File: src/rtl/tccc_pkg.sv
package tccc_pkg;

    // ****************************************
    // Widths and counts
    // ****************************************
    localparam int TCCC_NCH = 4;
    localparam int TCCC_CW = 16;
    localparam int TCCC_FLTW = 4;

    // ****************************************
    // Source select codes
    // ****************************************
    localparam logic [1:0] TCCC_MS_OUT = 2'h0;
    localparam logic [1:0] TCCC_MS_OWN = 2'h1;
    localparam logic [1:0] TCCC_MS_PAIR = 2'h2;

    // ****************************************
    // Reset values
    // ****************************************
    localparam logic [15:0] TCCC_CV_RST = 16'h0000;
    localparam logic TCCC_PREP_RST = 1'b0;

    typedef enum logic [2:0] {
        TCCC_CM_FROZEN = 3'b000,
        TCCC_CM_SET = 3'b001,
        TCCC_CM_CLR = 3'b010,
        TCCC_CM_TOG = 3'b011,
        TCCC_CM_FLO = 3'b100,
        TCCC_CM_FHI = 3'b101,
        TCCC_CM_PWM0 = 3'b110,
        TCCC_CM_PWM1 = 3'b111
    } tccc_cmode_t;

    // Per-channel static configuration
    typedef struct packed {
        logic [1:0] capture_source_select;
        logic channel_polarity;
        logic complement_polarity;
        logic [3:0] capture_filter_cfg;
        logic [1:0] capture_prescale;
        logic channel_output_enable;
        tccc_cmode_t compare_mode_field;
        logic compare_shadow_enable;
        logic trigger_clear_enable;
        logic channel_irq_enable;
        logic channel_dma_enable;
        logic compare_dma_enable;
    } tccc_chcfg_t;

    // Counter unit view
    typedef struct packed {
        logic [15:0] count;
        logic down;
        logic center;
        logic [15:0] reload;
        logic update;
    } tccc_cnt_t;

endpackage : tccc_pkg

File: src/rtl/tccc_channels.sv
`timescale 1ns/1ps
// Functional notes
// - Capture edge latches counter, sets flag, irq
// - Input is own pin; channel 0 may take XOR of pins 0-2
// - Synchronise, filter, detect both edges
// - Polarity picks rising or falling edge
// - Prescaler divides qualifying capture events
// - Input mode blocks software value writes
// - Capture over set flag sets overcapture
// - Irq and DMA only when enabled
// - Soft generate produces channel event
// - Code 01 own input, 10 neighbour input
// - Compare match sets, clears or toggles output
// - Match sets flag, irq, compare DMA
// - Shadow enable buffers compare value writes
// - Codes 110/111 generate PWM
// - Edge-aligned: period reload, duty value
// - Center-aligned: period and duty doubled
// - PWM0 value above reload: always active
// - PWM0 value zero: always inactive
// - Match codes keep, set, clear, toggle
// - Codes 4/5 force inactive/active
// - PWM level from direction and compare
// - Trigger clear holds prepare low until update
module tccc_channels
    import tccc_pkg::*;
#(
    parameter int NCH = TCCC_NCH,
    parameter int CW = TCCC_CW
) (
    // Clock and reset
    input wire logic CORE_CLK,
    input wire logic RST,
    // Counter unit
    input wire tccc_cnt_t CNT,
    // Pins and trigger
    input wire logic [NCH-1:0] CH_PIN,
    input wire logic XOR_SEL,
    input wire logic FILTERED_EXTERNAL_TRIGGER,
    // Configuration and software access
    input wire tccc_chcfg_t [NCH-1:0] CFG,
    input wire logic [NCH-1:0] CV_WR,
    input wire logic [CW-1:0] CV_WDATA,
    input wire logic [NCH-1:0] CHANNEL_SOFT_GENERATE,
    input wire logic [NCH-1:0] FLAG_CLR,
    input wire logic [NCH-1:0] OVF_CLR,
    // Results
    output logic [NCH-1:0][CW-1:0] CHANNEL_VALUE_REG,
    output logic [NCH-1:0] CHANNEL_EVENT_FLAG,
    output logic [NCH-1:0] CHANNEL_OVERCAPTURE_FLAG,
    output logic [NCH-1:0] CH_IRQ,
    output logic [NCH-1:0] CH_DMA_REQ,
    output logic [NCH-1:0] OUTPUT_PREPARE_SIGNAL,
    output logic [NCH-1:0] CH_OUT
);

    // ****************************************
    // Channel input selection
    // ****************************************
    logic xor3;
    logic [NCH-1:0] channel_input_signal;
    logic [NCH-1:0] filt;
    logic [NCH-1:0] filt_prev;
    assign xor3 = CH_PIN[0] ^ CH_PIN[1] ^ CH_PIN[2];

    genvar g;
    generate
        for (g = 0; g < NCH; g++) begin : g_ch
            localparam int PAIR = g ^ 1;
            logic s1_q, s2_q, filt_q, filt_prev_q;
            logic [TCCC_FLTW-1:0] fcnt_q;
            logic [CW-1:0] cv_q, shadow_q;
            logic flag_q, ovf_q, irq_q, dma_q, prep_q, out_q, etr_hold_q;
            logic rise, fall, edge_sel, qual, cap, match, is_in, evt;
            logic [2:0] psc_lim;
            logic pwm0;

            assign channel_input_signal[g] = (XOR_SEL && g == 0) ? xor3 : CH_PIN[g];
            assign filt[g] = filt_q;
            assign filt_prev[g] = filt_prev_q;
            assign is_in = CFG[g].capture_source_select != TCCC_MS_OUT;

            // Two-stage synchroniser
            always_ff @(posedge CORE_CLK) begin : p_sync
                if (RST) begin
                    s1_q <= 1'b0;
                    s2_q <= 1'b0;
                end else begin
                    s1_q <= channel_input_signal[g];
                    s2_q <= s1_q;
                end
            end

            // Filter: new level must hold for cfg+1 consecutive samples
            always_ff @(posedge CORE_CLK) begin : p_filt
                if (RST) begin
                    fcnt_q <= '0;
                    filt_q <= 1'b0;
                    filt_prev_q <= 1'b0;
                end else begin
                    filt_prev_q <= filt_q;
                    if (s2_q == filt_q) begin
                        fcnt_q <= '0;
                    end else if (fcnt_q >= CFG[g].capture_filter_cfg) begin
                        filt_q <= s2_q;
                        fcnt_q <= '0;
                    end else begin
                        fcnt_q <= fcnt_q + 1'b1;
                    end
                end
            end

            assign rise = filt_q & ~filt_prev_q;
            assign fall = ~filt_q & filt_prev_q;

            // ****************************************
            // Capture path
            // ****************************************
            always_comb begin
                edge_sel = CFG[g].channel_polarity ? fall : rise;
                unique case (CFG[g].capture_source_select)
                    TCCC_MS_OWN: qual = edge_sel;
                    TCCC_MS_PAIR: qual = CFG[g].channel_polarity ? (~filt[PAIR] & filt_prev[PAIR])
                                                                 : (filt[PAIR] & ~filt_prev[PAIR]);
                    default: qual = 1'b0;
                endcase
                qual = qual & CFG[g].channel_output_enable;
            end

            // Prescale 1, 2, 4 or 8 events per capture
            assign psc_lim = 3'((4'h1 << CFG[g].capture_prescale) - 4'h1);
            // Three bits so the divide-by-eight setting still wraps
            logic [2:0] pcnt_q;
            always_ff @(posedge CORE_CLK) begin : p_pcnt
                if (RST || !is_in) begin
                    pcnt_q <= '0;
                end else if (qual) begin
                    pcnt_q <= (pcnt_q == psc_lim) ? 3'h0 : pcnt_q + 3'h1;
                end
            end
            assign cap = is_in && qual && (pcnt_q == psc_lim);

            // ****************************************
            // Compare value and shadow
            // ****************************************
            always_ff @(posedge CORE_CLK) begin : p_cv
                if (RST) begin
                    cv_q <= TCCC_CV_RST;
                    shadow_q <= TCCC_CV_RST;
                end else if (cap) begin
                    cv_q <= CNT.count;
                end else if (!is_in) begin
                    if (CV_WR[g]) begin
                        shadow_q <= CV_WDATA;
                        if (!CFG[g].compare_shadow_enable) begin
                            cv_q <= CV_WDATA;
                        end
                    end else if (CFG[g].compare_shadow_enable && CNT.update) begin
                        cv_q <= shadow_q;
                    end
                end
                // Writes while is_in are dropped
            end

            assign match = !is_in && (CNT.count == cv_q);
            assign evt = cap || match || CHANNEL_SOFT_GENERATE[g];

            // Flags: set wins over clear
            always_ff @(posedge CORE_CLK) begin : p_flag
                if (RST) begin
                    flag_q <= 1'b0;
                    ovf_q <= 1'b0;
                    irq_q <= 1'b0;
                    dma_q <= 1'b0;
                end else begin
                    flag_q <= evt | (flag_q & ~FLAG_CLR[g]);
                    ovf_q <= (cap & flag_q) | (ovf_q & ~OVF_CLR[g]);
                    irq_q <= evt & CFG[g].channel_irq_enable;
                    dma_q <= evt & (is_in ? CFG[g].channel_dma_enable
                                          : (CFG[g].compare_dma_enable | CFG[g].channel_dma_enable));
                end
            end

            // ****************************************
            // Output prepare
            // ****************************************
            always_comb begin
                // Up: active below value; down: active at or below value
                if (cv_q == '0) begin
                    pwm0 = 1'b0;
                end else if (cv_q > CNT.reload) begin
                    pwm0 = 1'b1;
                end else begin
                    pwm0 = CNT.down ? (CNT.count <= cv_q) : (CNT.count < cv_q);
                end
            end

            always_ff @(posedge CORE_CLK) begin : p_etr
                if (RST) begin
                    etr_hold_q <= 1'b0;
                end else if (CFG[g].trigger_clear_enable && FILTERED_EXTERNAL_TRIGGER) begin
                    etr_hold_q <= 1'b1;
                end else if (CNT.update) begin
                    etr_hold_q <= 1'b0;
                end
            end

            always_ff @(posedge CORE_CLK) begin : p_prep
                if (RST) begin
                    prep_q <= TCCC_PREP_RST;
                end else if (etr_hold_q || (CFG[g].trigger_clear_enable && FILTERED_EXTERNAL_TRIGGER)) begin
                    prep_q <= 1'b0;
                end else begin
                    unique case (CFG[g].compare_mode_field)
                        TCCC_CM_FROZEN: prep_q <= prep_q;
                        TCCC_CM_SET: prep_q <= match ? 1'b1 : prep_q;
                        TCCC_CM_CLR: prep_q <= match ? 1'b0 : prep_q;
                        TCCC_CM_TOG: prep_q <= match ? ~prep_q : prep_q;
                        TCCC_CM_FLO: prep_q <= 1'b0;
                        TCCC_CM_FHI: prep_q <= 1'b1;
                        TCCC_CM_PWM0: prep_q <= pwm0;
                        TCCC_CM_PWM1: prep_q <= ~pwm0;
                    endcase
                end
            end

            // Pin level follows prepare one cycle later, polarity applied
            always_ff @(posedge CORE_CLK) begin : p_out
                if (RST) begin
                    out_q <= 1'b0;
                end else begin
                    out_q <= CFG[g].channel_output_enable && !is_in && (prep_q ^ CFG[g].channel_polarity);
                end
            end

            assign CHANNEL_VALUE_REG[g] = cv_q;
            assign CHANNEL_EVENT_FLAG[g] = flag_q;
            assign CHANNEL_OVERCAPTURE_FLAG[g] = ovf_q;
            assign CH_IRQ[g] = irq_q;
            assign CH_DMA_REQ[g] = dma_q;
            assign OUTPUT_PREPARE_SIGNAL[g] = prep_q;
            assign CH_OUT[g] = out_q;
        end
    endgenerate

endmodule : tccc_channels

File: config.mk
export PLATFORM = sky130hd
export DESIGN_NAME = tccc_channels
export DESIGN_NICKNAME = d
export VERILOG_FILES = /design/src/rtl/tccc_pkg.sv /design/src/rtl/tccc_channels.sv
export SDC_FILE = /design/constraint.sdc
export NUM_CORES = 1
export LEC_CHECK = 0
export ABC_AREA = 1
export BUFFER_PORTS_ARGS = -buffer_cell sky130_fd_sc_hd__buf_2
export CAP_MARGIN = 20
export CORE_UTILIZATION = 40
export CTS_CLUSTER_SIZE = 14
export DETAILED_ROUTE_END_ITERATION = 6
export GPL_ROUTABILITY_DRIVEN = 0
export PLACE_DENSITY = 0.62
export SETUP_SLACK_MARGIN = 0.4
export SYNTH_ARGS = -nofsm -noshare
export SYNTH_HDL_FRONTEND = slang
export SYNTH_SLANG_ARGS = --single-unit
File: constraint.sdc
create_clock -name CORE_CLK -period 1.84 [get_ports CORE_CLK]
set_input_delay 0.184 -clock CORE_CLK [delete_from_list [all_inputs] [get_ports CORE_CLK]]
set_output_delay 0.184 -clock CORE_CLK [all_outputs]
set_load 0.01 [all_outputs]
==> flow_summary.json, run 1 <==
{
  "run_status": "finished, violations left",
  "failed_checks": "negative setup slack",
  "groute.usage.overall": 0.290,
  "post_route_cells_drive_above_1_share": 0.399,
  "drt-total-wl_mm": 52.0,
  "hold_viol": 0,
  "first_pass_iters": 6,
  "cts_root_buf": "sky130_fd_sc_hd__clkbuf_16",
  "synth_warnings": 0,
  "ys_ff_latch": 200,
  "fin_worst_skew_ns": 0.0190,
  "layout-area-overhead-vs-synth_pct": 50.5,
  "antenna_found_initial": 1,
  "timing.final.setup_violations": 41,
  "fin_worst_hold_slack_ns": 0.0136,
  "effective_utilization_at_floorplan": 0.407,
  "timing.final.max_slew_violations": 0,
  "r2r_start": "g_ch[1].cv_q[10]",
  "cts_buffers": 17,
  "detail_route.drc_violations": 0,
  "async_reset_ff_frac": 0,
  "worst_setup_path_startpoint": "g_ch[1].cv_q[10]",
  "r2r-end": "g_ch[1].prep_q",
  "synth_top_flop_cell": "sky130_fd_sc_hd__dfxtp_1",
  "routedWlPerCell_um": 18.8,
  "design.final.nets": 2628,
  "critPathCapture": "g_ch[1].prep_q",
  "critPathArrivalTime_ns": 2.43,
  "gr-total-overflow": 0,
  "timing_worst_slew_pin_value_ns": 0.716,
  "setup.worst_path.end_class": "flip-flop",
  "cts_sinks": 200,
  "cell_rows": 66,
  "maximum_level_of_the_cts_h_tree": 4,
  "yosysSeqAreaShare": 0.302,
  "clkTransAtPathRegs_ns": 0.09,
  "finalNonFillerCells": 2769,
  "route.vias.total": 14775,
  "max_freq_mhz": 482,
  "placement.cell_area_mm2": 0.0158,
  "place_inst": 2636,
  "clock_latency_ns": 0.47,
  "post-route-cell-area_mm2": 0.0199,
  "dieWidth_um": 184,
  "hpwl_reported_at_the_end_of_detailed_placement_mm": 34.3,
  "via_count_of_the_first_global_routing_pass": 13894,
  "route.antenna.remaining_nets": 0,
  "syn-mean-instance-area_um2": 6.83,
  "number_of_primary_i_o_pins": 239,
  "hold_path.class": "primary input to flip-flop",
  "fp.coreArea_mm2": 0.0325,
  "io_buffer_count": 233,
  "ir_worst_vdd_mv": 0.599,
  "r2r_slack_ns": -0.23,
  "cap_violations": 0,
  "grt_start_max_net_pins": 47,
  "mappedNetlistNets": 2252,
  "startpoint_type": "flip-flop",
  "cellLeakagePower_nw": 9.09,
  "synth_edf_count": 0,
  "yosysUniqueCellTypes": 43,
  "power.density_mw_per_mm2": 589,
  "rsz0062_at_grt": "true",
  "grt_pass1_wl_mm": 75.8,
  "dieHeight_um": 184,
  "tritoncts": "built",
  "crit_path_max_fanout": 2,
  "synth_area_mm2": 0.0132,
  "worstPathRequired_ns": 2.20,
  "rr_worst_depth": 9,
  "post-route-period-util": 1.13,
  "critical_path_class": "flip-flop to flip-flop",
  "layout_setup_ws_ns": -0.233,
  "finalWorstPathRequiredPeriod_ns": 2.07,
  "design.die.area_mm2": 0.0338,
  "ctsLongestPathBuffers": 2,
  "dr_vias_cell": 5.34,
  "setup-tns-final_ns": -2.20,
  "first_iter_violations": 1247,
  "slew_headroom": 0.520,
  "post_synth_inst_count": 1937
}
==> repair_timing <==
| action | in CTS | in global routing |
|---|---|---|
| pin swaps | 141 | 99 |
| gates resized for setup | 472 | 200 |
| hold endpoints to repair | 24 | 0 |
| setup endpoints to repair | 101 | 117 |
| buffers inserted | 48 | 10 |
| hold buffers | 27 | 0 |
| cloned | 15 | 0 |
==> state kept, by name, summed over array words and instances (netlist names) <==
register          flops
g_ch.filt_prev_q      4
g_ch.out_q            4
g_ch.cv_q            64
g_ch.fcnt_q          16
g_ch.irq_q            4
g_ch.shadow_q        64
g_ch.pcnt_q          12
g_ch.dma_q            4
g_ch.s2_q             4
g_ch.s1_q             4
g_ch.etr_hold_q       4
g_ch.ovf_q            4
g_ch.filt_q           4
g_ch.prep_q           4
g_ch.flag_q           4
==> report_power, final <==
| group | total (mW) | internal [mW] | switching, mW | leakage [nW] |
|---|---|---|---|---|
| clock network | 3.83 | 1.88 | 1.94 | 0.284 |
| registers | 4.71 | 4.53 | 0.186 | 1.67 |
| logic | 3.20 | 1.34 | 1.86 | 7.13 |
| total | 11.7 | 7.75 | 3.99 | 9.09 |
==> kinds of logic after synthesis <==
kind of cell               share of synthesized area
xor gates and xnor gates                      0.0112
AOI/OAI and AO/OA                              0.206
DFF                                            0.302
buffers and inverters                          0.124
and+or+nand+nor                                0.201
adders and majority gates                      0.155
==> cells in the final DEF (no fill, tap or decap), types with 8 or more instances in the layout <==
| cell | synthesis | final |
|---|---|---|
| sky130_fd_sc_hd__a211oi_1 | 18 | 16 |
| sky130_fd_sc_hd__a21oi_1 | 180 | 153 |
| sky130_fd_sc_hd__a21oi_2 | 0 | 27 |
| sky130_fd_sc_hd__buf_12 | 0 | 15 |
| sky130_fd_sc_hd__buf_16 | 0 | 10 |
| sky130_fd_sc_hd__buf_2 | 5 | 232 |
| sky130_fd_sc_hd__buf_4 | 26 | 115 |
| sky130_fd_sc_hd__buf_6 | 5 | 42 |
| sky130_fd_sc_hd__clkbuf_16 | 0 | 17 |
| sky130_fd_sc_hd__dfxtp_1 | 200 | 131 |
| sky130_fd_sc_hd__dfxtp_2 | 0 | 37 |
| sky130_fd_sc_hd__dfxtp_4 | 0 | 32 |
| sky130_fd_sc_hd__dlygate4sd3_1 | 0 | 27 |
| sky130_fd_sc_hd__ha_1 | 164 | 118 |
| sky130_fd_sc_hd__ha_4 | 0 | 46 |
| sky130_fd_sc_hd__inv_1 | 300 | 256 |
| sky130_fd_sc_hd__inv_2 | 5 | 42 |
| sky130_fd_sc_hd__nand2_1 | 300 | 234 |
| sky130_fd_sc_hd__nand2_2 | 6 | 42 |
| sky130_fd_sc_hd__nand2_4 | 1 | 25 |
| sky130_fd_sc_hd__nand2_8 | 0 | 8 |
| sky130_fd_sc_hd__nand3_1 | 51 | 35 |
| sky130_fd_sc_hd__nand3_2 | 1 | 12 |
| sky130_fd_sc_hd__nand4_1 | 12 | 12 |
| sky130_fd_sc_hd__nor2_1 | 220 | 143 |
| sky130_fd_sc_hd__nor2_2 | 9 | 26 |
| sky130_fd_sc_hd__nor2_4 | 2 | 62 |
| sky130_fd_sc_hd__nor4_1 | 18 | 15 |
| sky130_fd_sc_hd__o21ai_0 | 273 | 174 |
| sky130_fd_sc_hd__o21ai_1 | 14 | 30 |
| sky130_fd_sc_hd__o21ai_2 | 0 | 51 |
| sky130_fd_sc_hd__o21ai_4 | 0 | 32 |
| sky130_fd_sc_hd__xnor2_1 | 9 | 9 |
| sky130_fd_sc_hd__xor2_1 | 8 | 8 |
==> cell usage after synthesis (all sizes together) (2+ instances only) <==
cell type    n  area share
nand2      307       0.089
inv        306       0.087
o21ai      287        0.11
nor2       231       0.068
dfxtp      200        0.30
a21oi      180       0.068
ha         164        0.15
nand3       54       0.023
clkbuf      53       0.015
buf         38       0.021
a211oi      18       0.010
nor4        18      0.0085
nand4       12      0.0057
nor3        11      0.0042
xnor2        9      0.0060
xor2         8      0.0053
o211ai       7      0.0040
o21a         5      0.0028
a211o        4      0.0026
o21bai       4      0.0023
o31ai        4      0.0023
a21o         3      0.0017
o22ai        3      0.0014
or2          3      0.0014
nor3b        2      0.0011
o2111ai      2      0.0013
==> metrics by stage <==
| stage | worst slack (ns) | utilization | total power, mW |
|---|---|---|---|
| final | -0.233 | 0.613 | 11.7 |
| after global routing | -0.232 | 0.613 | 12.2 |
| after CTS | -0.0683 | 0.585 | 11.4 |
| after detailed placement | -0.241 | 0.485 | 7.17 |
| after global placement | -0.237 | 0.485 | 7.09 |
| after floorplan | 0.171 | - | 6.12 |
==> worst min-delay path by stage <==
stage / endpoint / depth (start not counted) / slack, ns / start
6_report: g_ch[3].etr_hold_q / 3 / 0.01 / CFG[60]
5_1_grt: g_ch[3].etr_hold_q / 3 / 0.01 / CFG[60]
4_1_cts: g_ch[1].out_q / 3 / 0.007 / CFG[27]
3_5_place_dp: g_ch[0].flag_q / 2 / 0.37 / FLAG_CLR[0]
3_3_place_gp: g_ch[0].flag_q / 2 / 0.37 / FLAG_CLR[0]
2_1_floorplan: g_ch[0].s1_q / 1 / 0.27 / CH_PIN[0]
==> cell type report <==
type / count / area (µm²)
sequential: 200 / 4170
inverter: 307 / 1220
fill: 2754 / 12600
clock buffer: 20 / 457
timing repair buffer: 443 / 3370
timing repair inverter: 3 / 48.8
antenna: 1 / 2.50
clock inverter: 12 / 126
multi-input combinational: 1341 / 9970
tap: 442 / 553
==> worst max-delay path, cell delays in order (launching register included) <==
cell                      delay (ns)
sky130_fd_sc_hd__dfxtp_4        0.37
sky130_fd_sc_hd__buf_12         0.13
sky130_fd_sc_hd__buf_6          0.11
sky130_fd_sc_hd__nor4_2         0.52
sky130_fd_sc_hd__buf_4          0.21
sky130_fd_sc_hd__nand4_1        0.24
sky130_fd_sc_hd__nand3_1        0.18
sky130_fd_sc_hd__nand3_1        0.10
sky130_fd_sc_hd__nand2_1        0.07
sky130_fd_sc_hd__inv_1          0.04
==> metal layers <==
| metal | wire (µm) | share of wire | up-vias | GRT usage |
|---|---|---|---|---|
| met3 | 3630 | 0.070 | 179 | 0.0501 |
| met4 | 2580 | 0.050 | 0 | 0.142 |
| met1 | 21200 | 0.41 | 6874 | 0.364 |
| met2 | 24600 | 0.47 | 633 | 0.479 |
| met5 | 0 | 0 | - | 0 |
| li1 | - | - | 7089 | - |
No activity file was read; power rests on OpenSTA's default activity.
==> run 2, diff against run 1 <==
--- a/config.mk
+++ b/config.mk
@@ -5,14 +5,13 @@
 export SDC_FILE = /design/constraint.sdc
 export NUM_CORES = 1
 export LEC_CHECK = 0
-export ABC_AREA = 1
 export BUFFER_PORTS_ARGS = -buffer_cell sky130_fd_sc_hd__buf_2
 export CAP_MARGIN = 20
 export CORE_UTILIZATION = 40
 export CTS_CLUSTER_SIZE = 14
 export DETAILED_ROUTE_END_ITERATION = 6
 export GPL_ROUTABILITY_DRIVEN = 0
-export PLACE_DENSITY = 0.62
+export PLACE_DENSITY = 0.63
 export SETUP_SLACK_MARGIN = 0.4
 export SYNTH_ARGS = -nofsm -noshare
 export SYNTH_HDL_FRONTEND = slang
==> flow_summary.json, run 2 <==
{
  "run_status": "finished, violations left",
  "failed_checks": "negative setup slack",
  "timing_worst_slew_pin_value_ns": 0.537,
  "critPathArrivalTime_ns": 2.62,
  "hold_viol": 0,
  "gr-total-overflow": 0,
  "clock_latency_ns": 0.45,
  "synth_area_mm2": 0.0129,
  "power.density_mw_per_mm2": 550,
  "timing.final.setup_violations": 64,
  "yosysSeqAreaShare": 0.310,
  "antenna_found_initial": 7,
  "post_route_cells_drive_above_1_share": 0.396,
  "timing.final.max_slew_violations": 0,
  "first_pass_iters": 5,
  "post-route-cell-area_mm2": 0.0188,
  "final_cell_mix": "sky130_fd_sc_hd__nand2_1, sky130_fd_sc_hd__buf_2, sky130_fd_sc_hd__buf_4, sky130_fd_sc_hd__dfxtp_1, sky130_fd_sc_hd__ha_1",
  "timing.hold.worst.start": "CFG[3]",
  "io_buffer_count": 233,
  "cts_root_buf": "sky130_fd_sc_hd__clkbuf_16",
  "total_power_mw": 10.4,
  "critical_path_class": "flip-flop to flip-flop",
  "cts_buffers": 17,
  "place_inst": 2358,
  "post_synth_top_cells": "sky130_fd_sc_hd__nand2_1, sky130_fd_sc_hd__dfxtp_1, sky130_fd_sc_hd__ha_1",
  "hpwl_reported_at_the_end_of_detailed_placement_mm": 35.5,
  "number_of_primary_i_o_pins": 239,
  "routedWlPerCell_um": 19.8,
  "rsz0062_at_grt": "true",
  "worstPathRequired_ns": 2.20,
  "groute.usage.overall": 0.281,
  "cell_rows": 65,
  "largestRegisters": "g_ch.cv_q (64), g_ch.shadow_q (64), g_ch.fcnt_q (16)",
  "synth_top_flop_cell": "sky130_fd_sc_hd__dfxtp_1",
  "ir_worst_vdd_mv": 0.577,
  "dieHeight_um": 182,
  "clkTransAtPathRegs_ns": 0.08,
  "drt-total-wl_mm": 49.2,
  "effective_utilization_at_floorplan": 0.408,
  "cellLeakagePower_nw": 8.68,
  "async_reset_ff_frac": 0,
  "timing.critical_path.buf_inv": 2,
  "worst_setup_path_startpoint": "g_ch[1].cv_q[14]",
  "ys_ff_latch": 200,
  "ctsLongestPathBuffers": 2,
  "cp_top_family": "simple AND/OR/NAND/NOR gates",
  "design.final.nets": 2372,
  "fin_worst_skew_ns": 0.0143,
  "placement.cell_area_mm2": 0.0161,
  "max_freq_mhz": 442,
  "library_cell_with_the_highest_instance_count_after_synthesis": "sky130_fd_sc_hd__nand2_1",
  "grt_start_max_net_pins": 73,
  "setup.worst_path.end_class": "flip-flop",
  "yosysUniqueCellTypes": 58,
  "synthTopCellsByArea": "sky130_fd_sc_hd__dfxtp_1, sky130_fd_sc_hd__ha_1, sky130_fd_sc_hd__nand2_1",
  "layout-area-overhead-vs-synth_pct": 45.7,
  "via_count_of_the_first_global_routing_pass": 12590,
  "detail_route.drc_violations": 0,
  "utilization": 0.595,
  "layout_commonest_cell": "sky130_fd_sc_hd__nand2_1",
  "crit_path_max_incr_delay_ns": 0.40,
  "slew_headroom": 0.639,
  "post_synth_inst_count": 1629,
  "dieWidth_um": 182,
  "worstPathCellList": "inv_4, ha_4, nand4_1, buf_4, nor4_4, and2_4, a21oi_2, a31oi_1, o221ai_1, nor3_1",
  "first_iter_violations": 996,
  "synth_warnings": 0,
  "syn-mean-instance-area_um2": 7.93,
  "layout_setup_ws_ns": -0.420,
  "finalNonFillerCells": 2478,
  "finalWorstPathRequiredPeriod_ns": 2.26,
  "post-route-period-util": 1.23,
  "maximum_level_of_the_cts_h_tree": 4,
  "crit_path_max_fanout": 4,
  "crit_path_top_delay_cell": "sky130_fd_sc_hd__dfxtp_4",
  "tritoncts": "built",
  "mappedNetlistNets": 1944,
  "yosysTopAreaCellShare": 0.310,
  "design.die.area_mm2": 0.0330,
  "cap_violations": 0,
  "synth.largest_area_cell": "sky130_fd_sc_hd__dfxtp_1",
  "route.antenna.remaining_nets": 0,
  "cts_sinks": 200,
  "route.vias.total": 13573,
  "fp.coreArea_mm2": 0.0316,
  "synth_edf_count": 0,
  "r2r_start": "g_ch[1].cv_q[14]",
  "dr_vias_cell": 5.48,
  "grt_pass1_wl_mm": 70.7,
  "hold_path.class": "primary input to flip-flop",
  "startpoint_type": "flip-flop"
}
[run 2: changes by cell type after synthesis, sizes merged, moves of 22 or more]
cell / previous run / this run
nor2b: 0 / 28
nor2: 231 / 86
nand4: 12 / 34
inv: 306 / 114
o21ai: 287 / 72
nand3: 54 / 22
mux2i: 0 / 109
[run 2: final cells by class]
| class | instances | area (µm²) |
|---|---|---|
| Antenna cell | 6 | 15.0 |
| Clock inverter | 12 | 105 |
| Tap cell | 402 | 503 |
| Fill cell | 2732 | 12800 |
| Sequential cell | 200 | 4160 |
| Clock buffer | 20 | 457 |
| Timing Repair Buffer | 515 | 3760 |
| Inverter | 114 | 443 |
| Multi-Input combinational cell | 1209 | 9370 |
[run 2: cells by family (layout without fill, tap and decap cells)]
family,count (synthesis),count (layout),share of synthesized area
buffers and inverters,220,661,0.0745
DFF,200,200,0.310
AOI/OAI and AO/OA,338,338,0.154
muxes,109,109,0.0845
and+or+nand+nor,575,575,0.202
other,0,6,0
adders and majority gates,164,164,0.159
xor gates and xnor gates,23,23,0.0156
[run 2: routing by layer]
layer / part of all wire / track usage / up-vias
met3: 0.064 / 0.0455 / 153
met5: 0.00037 / 0 / -
met1: 0.42 / 0.354 / 6388
li1: - / - / 6486
met4: 0.058 / 0.154 / 2
met2: 0.46 / 0.457 / 544
[run 2: stage by stage]
stage / setup TNS (ns) / setup WS [ns] / hold slack (ns)
after floorplan: -0.482 / -0.186 / 0.276
after global placement: -3.77 / -0.568 / 0.366
after detailed placement: -5.08 / -0.591 / 0.365
after CTS: -4.63 / -0.389 / 0.0000670
after global routing: -10.04 / -0.458 / 0.0124
final: -5.82 / -0.420 / 0.0115
[run 2: worst paths after layout]
kind | cells past startpoint | slack, ns | to
setup / recovery | 10 | -0.42 | g_ch[1].prep_q
hold reg to reg | 1 | 0.44 | g_ch[3].s2_q
hold / removal | 3 | 0.01 | g_ch[0].etr_hold_q
setup reg to reg | 10 | -0.42 | g_ch[1].prep_q
[run 2: worst register-to-register path, cell delays in order (launching register included)]
cell and delay [ns]:
sky130_fd_sc_hd__dfxtp_4 0.40, sky130_fd_sc_hd__inv_4 0.04, sky130_fd_sc_hd__ha_4 0.26, sky130_fd_sc_hd__nand4_1 0.22, sky130_fd_sc_hd__buf_4 0.24, sky130_fd_sc_hd__nor4_4 0.31
sky130_fd_sc_hd__and2_4 0.21, sky130_fd_sc_hd__a21oi_2 0.05, sky130_fd_sc_hd__a31oi_1 0.14, sky130_fd_sc_hd__o221ai_1 0.15, sky130_fd_sc_hd__nor3_1 0.16
[run 2: repair_timing]
action | in CTS | in global routing
hold buffers | 26 | 0
endpoints found under the setup margin | 115 | 116
gates cloned | 6 | 4
setup buffers | 23 | 23
hold endpoints to repair | 22 | 0
pin swaps | 75 | 91
resized for setup | 143 | 162
[run 2: power by group]
| group | internal, mW | total (mW) | leakage (nW) | switching, mW |
|---|---|---|---|---|
| combinational | 0.932 | 2.12 | 6.74 | 1.19 |
| sequential | 4.41 | 4.49 | 1.66 | 0.0823 |
| clock | 1.85 | 3.74 | 0.274 | 1.89 |
| total | 7.19 | 10.4 | 8.68 | 3.16 |
==> run 3, diff against run 2 <==
--- a/config.mk
+++ b/config.mk
@@ -6,12 +6,11 @@
 export NUM_CORES = 1
 export LEC_CHECK = 0
 export BUFFER_PORTS_ARGS = -buffer_cell sky130_fd_sc_hd__buf_2
-export CAP_MARGIN = 20
-export CORE_UTILIZATION = 40
+export CORE_UTILIZATION = 57
 export CTS_CLUSTER_SIZE = 14
 export DETAILED_ROUTE_END_ITERATION = 6
 export GPL_ROUTABILITY_DRIVEN = 0
-export PLACE_DENSITY = 0.63
+export PLACE_DENSITY = 0.84
 export SETUP_SLACK_MARGIN = 0.4
 export SYNTH_ARGS = -nofsm -noshare
 export SYNTH_HDL_FRONTEND = slang
==> flow_summary.json, run 3 <==
{
  "run_status": "did not finish",
  "failed_stage": "global routing",
  "error_line": "[ERROR GRT-0232] Routing congestion too high. Check the congestion heatmap in the GUI.",
  "place_inst": 2215,
  "synth_top_family_by_area": "simple AND/OR/NAND/NOR gates",
  "synth_simple_gate_area_frac": 0.202,
  "number_of_primary_i_o_pins": 239,
  "yosysTopAreaCellShare": 0.310,
  "cts_buffers": 17,
  "timing.grt.repair.worst_endpoint": "g_ch[3].prep_q$_SDFFE_PP0P_/D",
  "cts_sinks": 200,
  "ctsLongestPathBuffers": 2,
  "dieWidth_um": 152,
  "synthTopCellsByArea": "sky130_fd_sc_hd__dfxtp_1, sky130_fd_sc_hd__ha_1, sky130_fd_sc_hd__nand2_1",
  "synth_edf_count": 0,
  "dieHeight_um": 152,
  "io_buffer_count": 233,
  "yosysUniqueCellTypes": 58,
  "synth.largest_area_cell": "sky130_fd_sc_hd__dfxtp_1",
  "compound_cell_area_share_of_the_yosys_netlist": 0.154,
  "post_synthesis_xor_xnor_area_fraction": 0.0156,
  "synth_top_flop_cell": "sky130_fd_sc_hd__dfxtp_1",
  "library_cell_with_the_highest_instance_count_after_synthesis": "sky130_fd_sc_hd__nand2_1",
  "ys_ff_latch": 200,
  "hpwl_reported_at_the_end_of_detailed_placement_mm": 34.1,
  "groute.usage.overall": 0.800,
  "cts_root_buf": "sky130_fd_sc_hd__clkbuf_16",
  "worst_path_endpoint_category": "sequential cell input",
  "synth_warnings": 0,
  "async_reset_ff_frac": 0,
  "syn-mean-instance-area_um2": 7.93,
  "effective_utilization_at_floorplan": 0.586,
  "synth_fa_ha_area_frac": 0.159,
  "grt_start_max_net_pins": 108,
  "gr-total-overflow": 66,
  "post_synth_inst_count": 1629,
  "muxShareOfSynthArea": 0.0845,
  "mappedNetlistNets": 1944,
  "post_synth_top_cells": "sky130_fd_sc_hd__nand2_1, sky130_fd_sc_hd__dfxtp_1, sky130_fd_sc_hd__ha_1",
  "cell_rows": 54,
  "synth_area_mm2": 0.0129,
  "yosysSeqAreaShare": 0.310,
  "maximum_level_of_the_cts_h_tree": 4
}
==> run 3: cell counts after synthesis <==
No cell type changed its count.
==> run 3: metal layers <==
layer	global-route usage	overflow
met2	0.949	35
met3	0.713	1
met1	0.776	2
met5	0.420	0
met4	0.774	28
==> run 3: metrics by stage <==
| step | worst slack, ns | area (µm²) |
|---|---|---|
| after floorplan | -0.186 | 13400 |
| after global placement | -0.356 | 15800 |
| after detailed placement | -0.399 | 15800 |
| after CTS | -0.388 | 17900 |
==> run 3: logic make-up after synthesis <==
group                      after synthesis
AOI/OAI and AO/OA                      338
muxes                                  109
adders and majority gates              164
and+or+nand+nor                        575
buffers and inverters                  220
xor gates and xnor gates                23
DFF                                    200
==> run 3: repair_timing <==
| item | 4_1_cts |
|---|---|
| setup buffers | 43 |
| gates cloned | 7 |
| resized for setup | 191 |
| hold endpoints to repair | 19 |
| pin swaps | 91 |
| hold buffers | 22 |
| setup endpoints to repair | 115 |
==> run 4, diff against run 3 <==
--- a/config.mk
+++ b/config.mk
@@ -6,12 +6,10 @@
 export NUM_CORES = 1
 export LEC_CHECK = 0
 export BUFFER_PORTS_ARGS = -buffer_cell sky130_fd_sc_hd__buf_2
-export CORE_UTILIZATION = 57
-export CTS_CLUSTER_SIZE = 14
+export CORE_UTILIZATION = 40
 export DETAILED_ROUTE_END_ITERATION = 6
 export GPL_ROUTABILITY_DRIVEN = 0
-export PLACE_DENSITY = 0.84
-export SETUP_SLACK_MARGIN = 0.4
+export PLACE_DENSITY_LB_ADDON = 0.15
 export SYNTH_ARGS = -nofsm -noshare
 export SYNTH_HDL_FRONTEND = slang
 export SYNTH_SLANG_ARGS = --single-unit
==> flow_summary.json, run 4 (synthesis gave the netlist of run 2 again) <==
{
  "run_status": "finished, violations left",
  "failed_checks": "negative setup slack",
  "detail_route.drc_violations": 0,
  "timing.hold.worst.start": "OVF_CLR[1]",
  "hold_path.class": "primary input to flip-flop",
  "fin_worst_skew_ns": 0.0106,
  "internal_power_mw": 7.31,
  "drt-total-wl_mm": 49.4,
  "maximum_level_of_the_cts_h_tree": 4,
  "design.final.nets": 2375,
  "rsz0062_at_grt": "true",
  "layout_commonest_cell": "sky130_fd_sc_hd__nand2_1",
  "clkTransAtPathRegs_ns": 0.08,
  "switching_share": 0.310,
  "cell_rows": 65,
  "grt_start_max_net_pins": 60,
  "grt_pass1_wl_mm": 72.3,
  "finalWorstPathRequiredPeriod_ns": 2.19,
  "startpoint_type": "flip-flop",
  "timing_worst_slew_pin_value_ns": 0.666,
  "groute.usage.overall": 0.290,
  "r2r_start": "g_ch[3].cv_q[5]",
  "crit_path_top_delay_cell": "sky130_fd_sc_hd__or4_1",
  "dieHeight_um": 182,
  "wirelength_met1_mm": 21.4,
  "slew_headroom": 0.556,
  "fp.coreArea_mm2": 0.0316,
  "first_iter_violations": 886,
  "route.top_layer_used": "met5",
  "gr-total-overflow": 0,
  "utilization": 0.578,
  "design.die.area_mm2": 0.0330,
  "final_cell_mix": "sky130_fd_sc_hd__nand2_1, sky130_fd_sc_hd__buf_2, sky130_fd_sc_hd__buf_4, sky130_fd_sc_hd__dfxtp_1, sky130_fd_sc_hd__ha_1",
  "cap_violations": 0,
  "met3RoutedLength_mm": 3.23,
  "routedWlPerCell_um": 20.0,
  "ir_worst_vdd_mv": 0.678,
  "ctsLongestPathBuffers": 2,
  "layout_setup_ws_ns": -0.350,
  "largestRegisters": "g_ch.cv_q (64), g_ch.shadow_q (64), g_ch.fcnt_q (16)",
  "timing.critical_path.buf_inv": 1,
  "clock_latency_ns": 0.46,
  "tritoncts": "built",
  "number_of_primary_i_o_pins": 239,
  "antenna_found_initial": 2,
  "hpwl_reported_at_the_end_of_detailed_placement_mm": 36.6,
  "fin_worst_hold_slack_ns": 0.0185,
  "critical_path_class": "flip-flop to flip-flop",
  "cts_sinks": 200,
  "seqPwrFrac": 0.424,
  "io_buffer_count": 233,
  "via_count_of_the_first_global_routing_pass": 12283,
  "cts_buffers": 17,
  "crit_path_max_incr_delay_ns": 0.52,
  "logic_pwr_share": 0.195,
  "worstPathRequired_ns": 2.20,
  "worst_setup_path_startpoint": "g_ch[3].cv_q[5]",
  "first_pass_iters": 5,
  "dieWidth_um": 182,
  "max_freq_mhz": 457,
  "critPathArrivalTime_ns": 2.55,
  "cellLeakagePower_nw": 8.38,
  "effective_utilization_at_floorplan": 0.408,
  "fillCellCount": 2905,
  "met2_length_mm": 22.8,
  "clock_power_share": 0.381,
  "power.density_mw_per_mm2": 580,
  "cts_root_buf": "sky130_fd_sc_hd__clkbuf_16",
  "post_route_cells_drive_above_1_share": 0.361,
  "crit_path_max_fanout": 2,
  "timing.final.setup_violations": 44,
  "switchingPower_mw": 3.29,
  "worstPathCellList": "inv_1, ha_1, a21oi_1, o21a_1, o22ai_1, or4_1, a41oi_2, xnor2_1, a211oi_1",
  "setup.worst_path.end_class": "flip-flop",
  "timing.final.max_slew_violations": 0,
  "hold_viol": 0,
  "route.vias.total": 13343,
  "layout-area-overhead-vs-synth_pct": 41.6,
  "post-route-period-util": 1.19,
  "num_antenna_cells": 0,
  "cp_top_family": "compound AO/OA/AOI/OAI gates",
  "route.antenna.remaining_nets": 0,
  "dr_vias_cell": 5.39
}
-- run 4: layout make-up --
class                           count  area (µm²)  area share
Multi-Input combinational cell   1209        8900       0.487
Sequential cell                   200        4130       0.226
Timing Repair Buffer              518        3690       0.202
Tap cell                          402         503      0.0275
Inverter                          114         438      0.0240
Clock buffer                       17         425      0.0233
Clock inverter                     15         199      0.0109
-- run 4: per-stage QoR --
step / area, µm² / worst slack [ns] / setup TNS [ns] / cells / power, mW
floorplan: 13100 / -0.186 / -0.482 / 1629 / 5.54
global placement: 16100 / -0.425 / -5.95 / 2380 / 6.38
detailed placement: 16100 / -0.454 / -6.26 / 2380 / 6.42
CTS: 17600 / -0.305 / -2.98 / 2463 / 10.5
global route: 18300 / -0.411 / -7.79 / 2475 / 11.0
finish: 18300 / -0.350 / -3.55 / 2475 / 10.6
-- run 4: final timing paths --
path                                        to  slack (ns)  cells past startpoint
worst max-delay path            g_ch[3].prep_q       -0.35                      9
worst min-delay path             g_ch[1].ovf_q        0.02                      4
worst max register to register  g_ch[3].prep_q       -0.35                      9
worst min register to register    g_ch[1].s2_q        0.45                      1
-- run 4: what timing repair did --
action	4_1_cts	5_1_grt
resized for setup	96	136
gates cloned	3	2
pin swaps	48	62
setup buffers	23	10
setup endpoints to repair	64	96
hold buffers	25	0
endpoints found under the hold margin	21	0
-- run 4: routing by layer --
layer / vias up / GRT usage
li1: 6468 / -
met1: 6258 / 0.378
met2: 508 / 0.486
met3: 105 / 0.0385
met4: 4 / 0.110
met5: - / 0
-- run 4: worst min-delay path: cells and delay by family --
family,cells,cell delay [ns]
AOI/OAI and AO/OA,1,0.09
buffers and inverters,1,0.08
and+or+nand+nor,2,0.08
-- run 4: power groups by stage --
stage | Clock [mW] | Combinational [mW] | Sequential (mW)
final | 4.04 | 2.07 | 4.49
after floorplan | 0 | 0.932 | 4.61
after CTS | 4.11 | 1.93 | 4.49
after detailed placement | 0 | 1.82 | 4.60
after global routing | 4.30 | 2.23 | 4.50
after global placement | 0 | 1.78 | 4.60
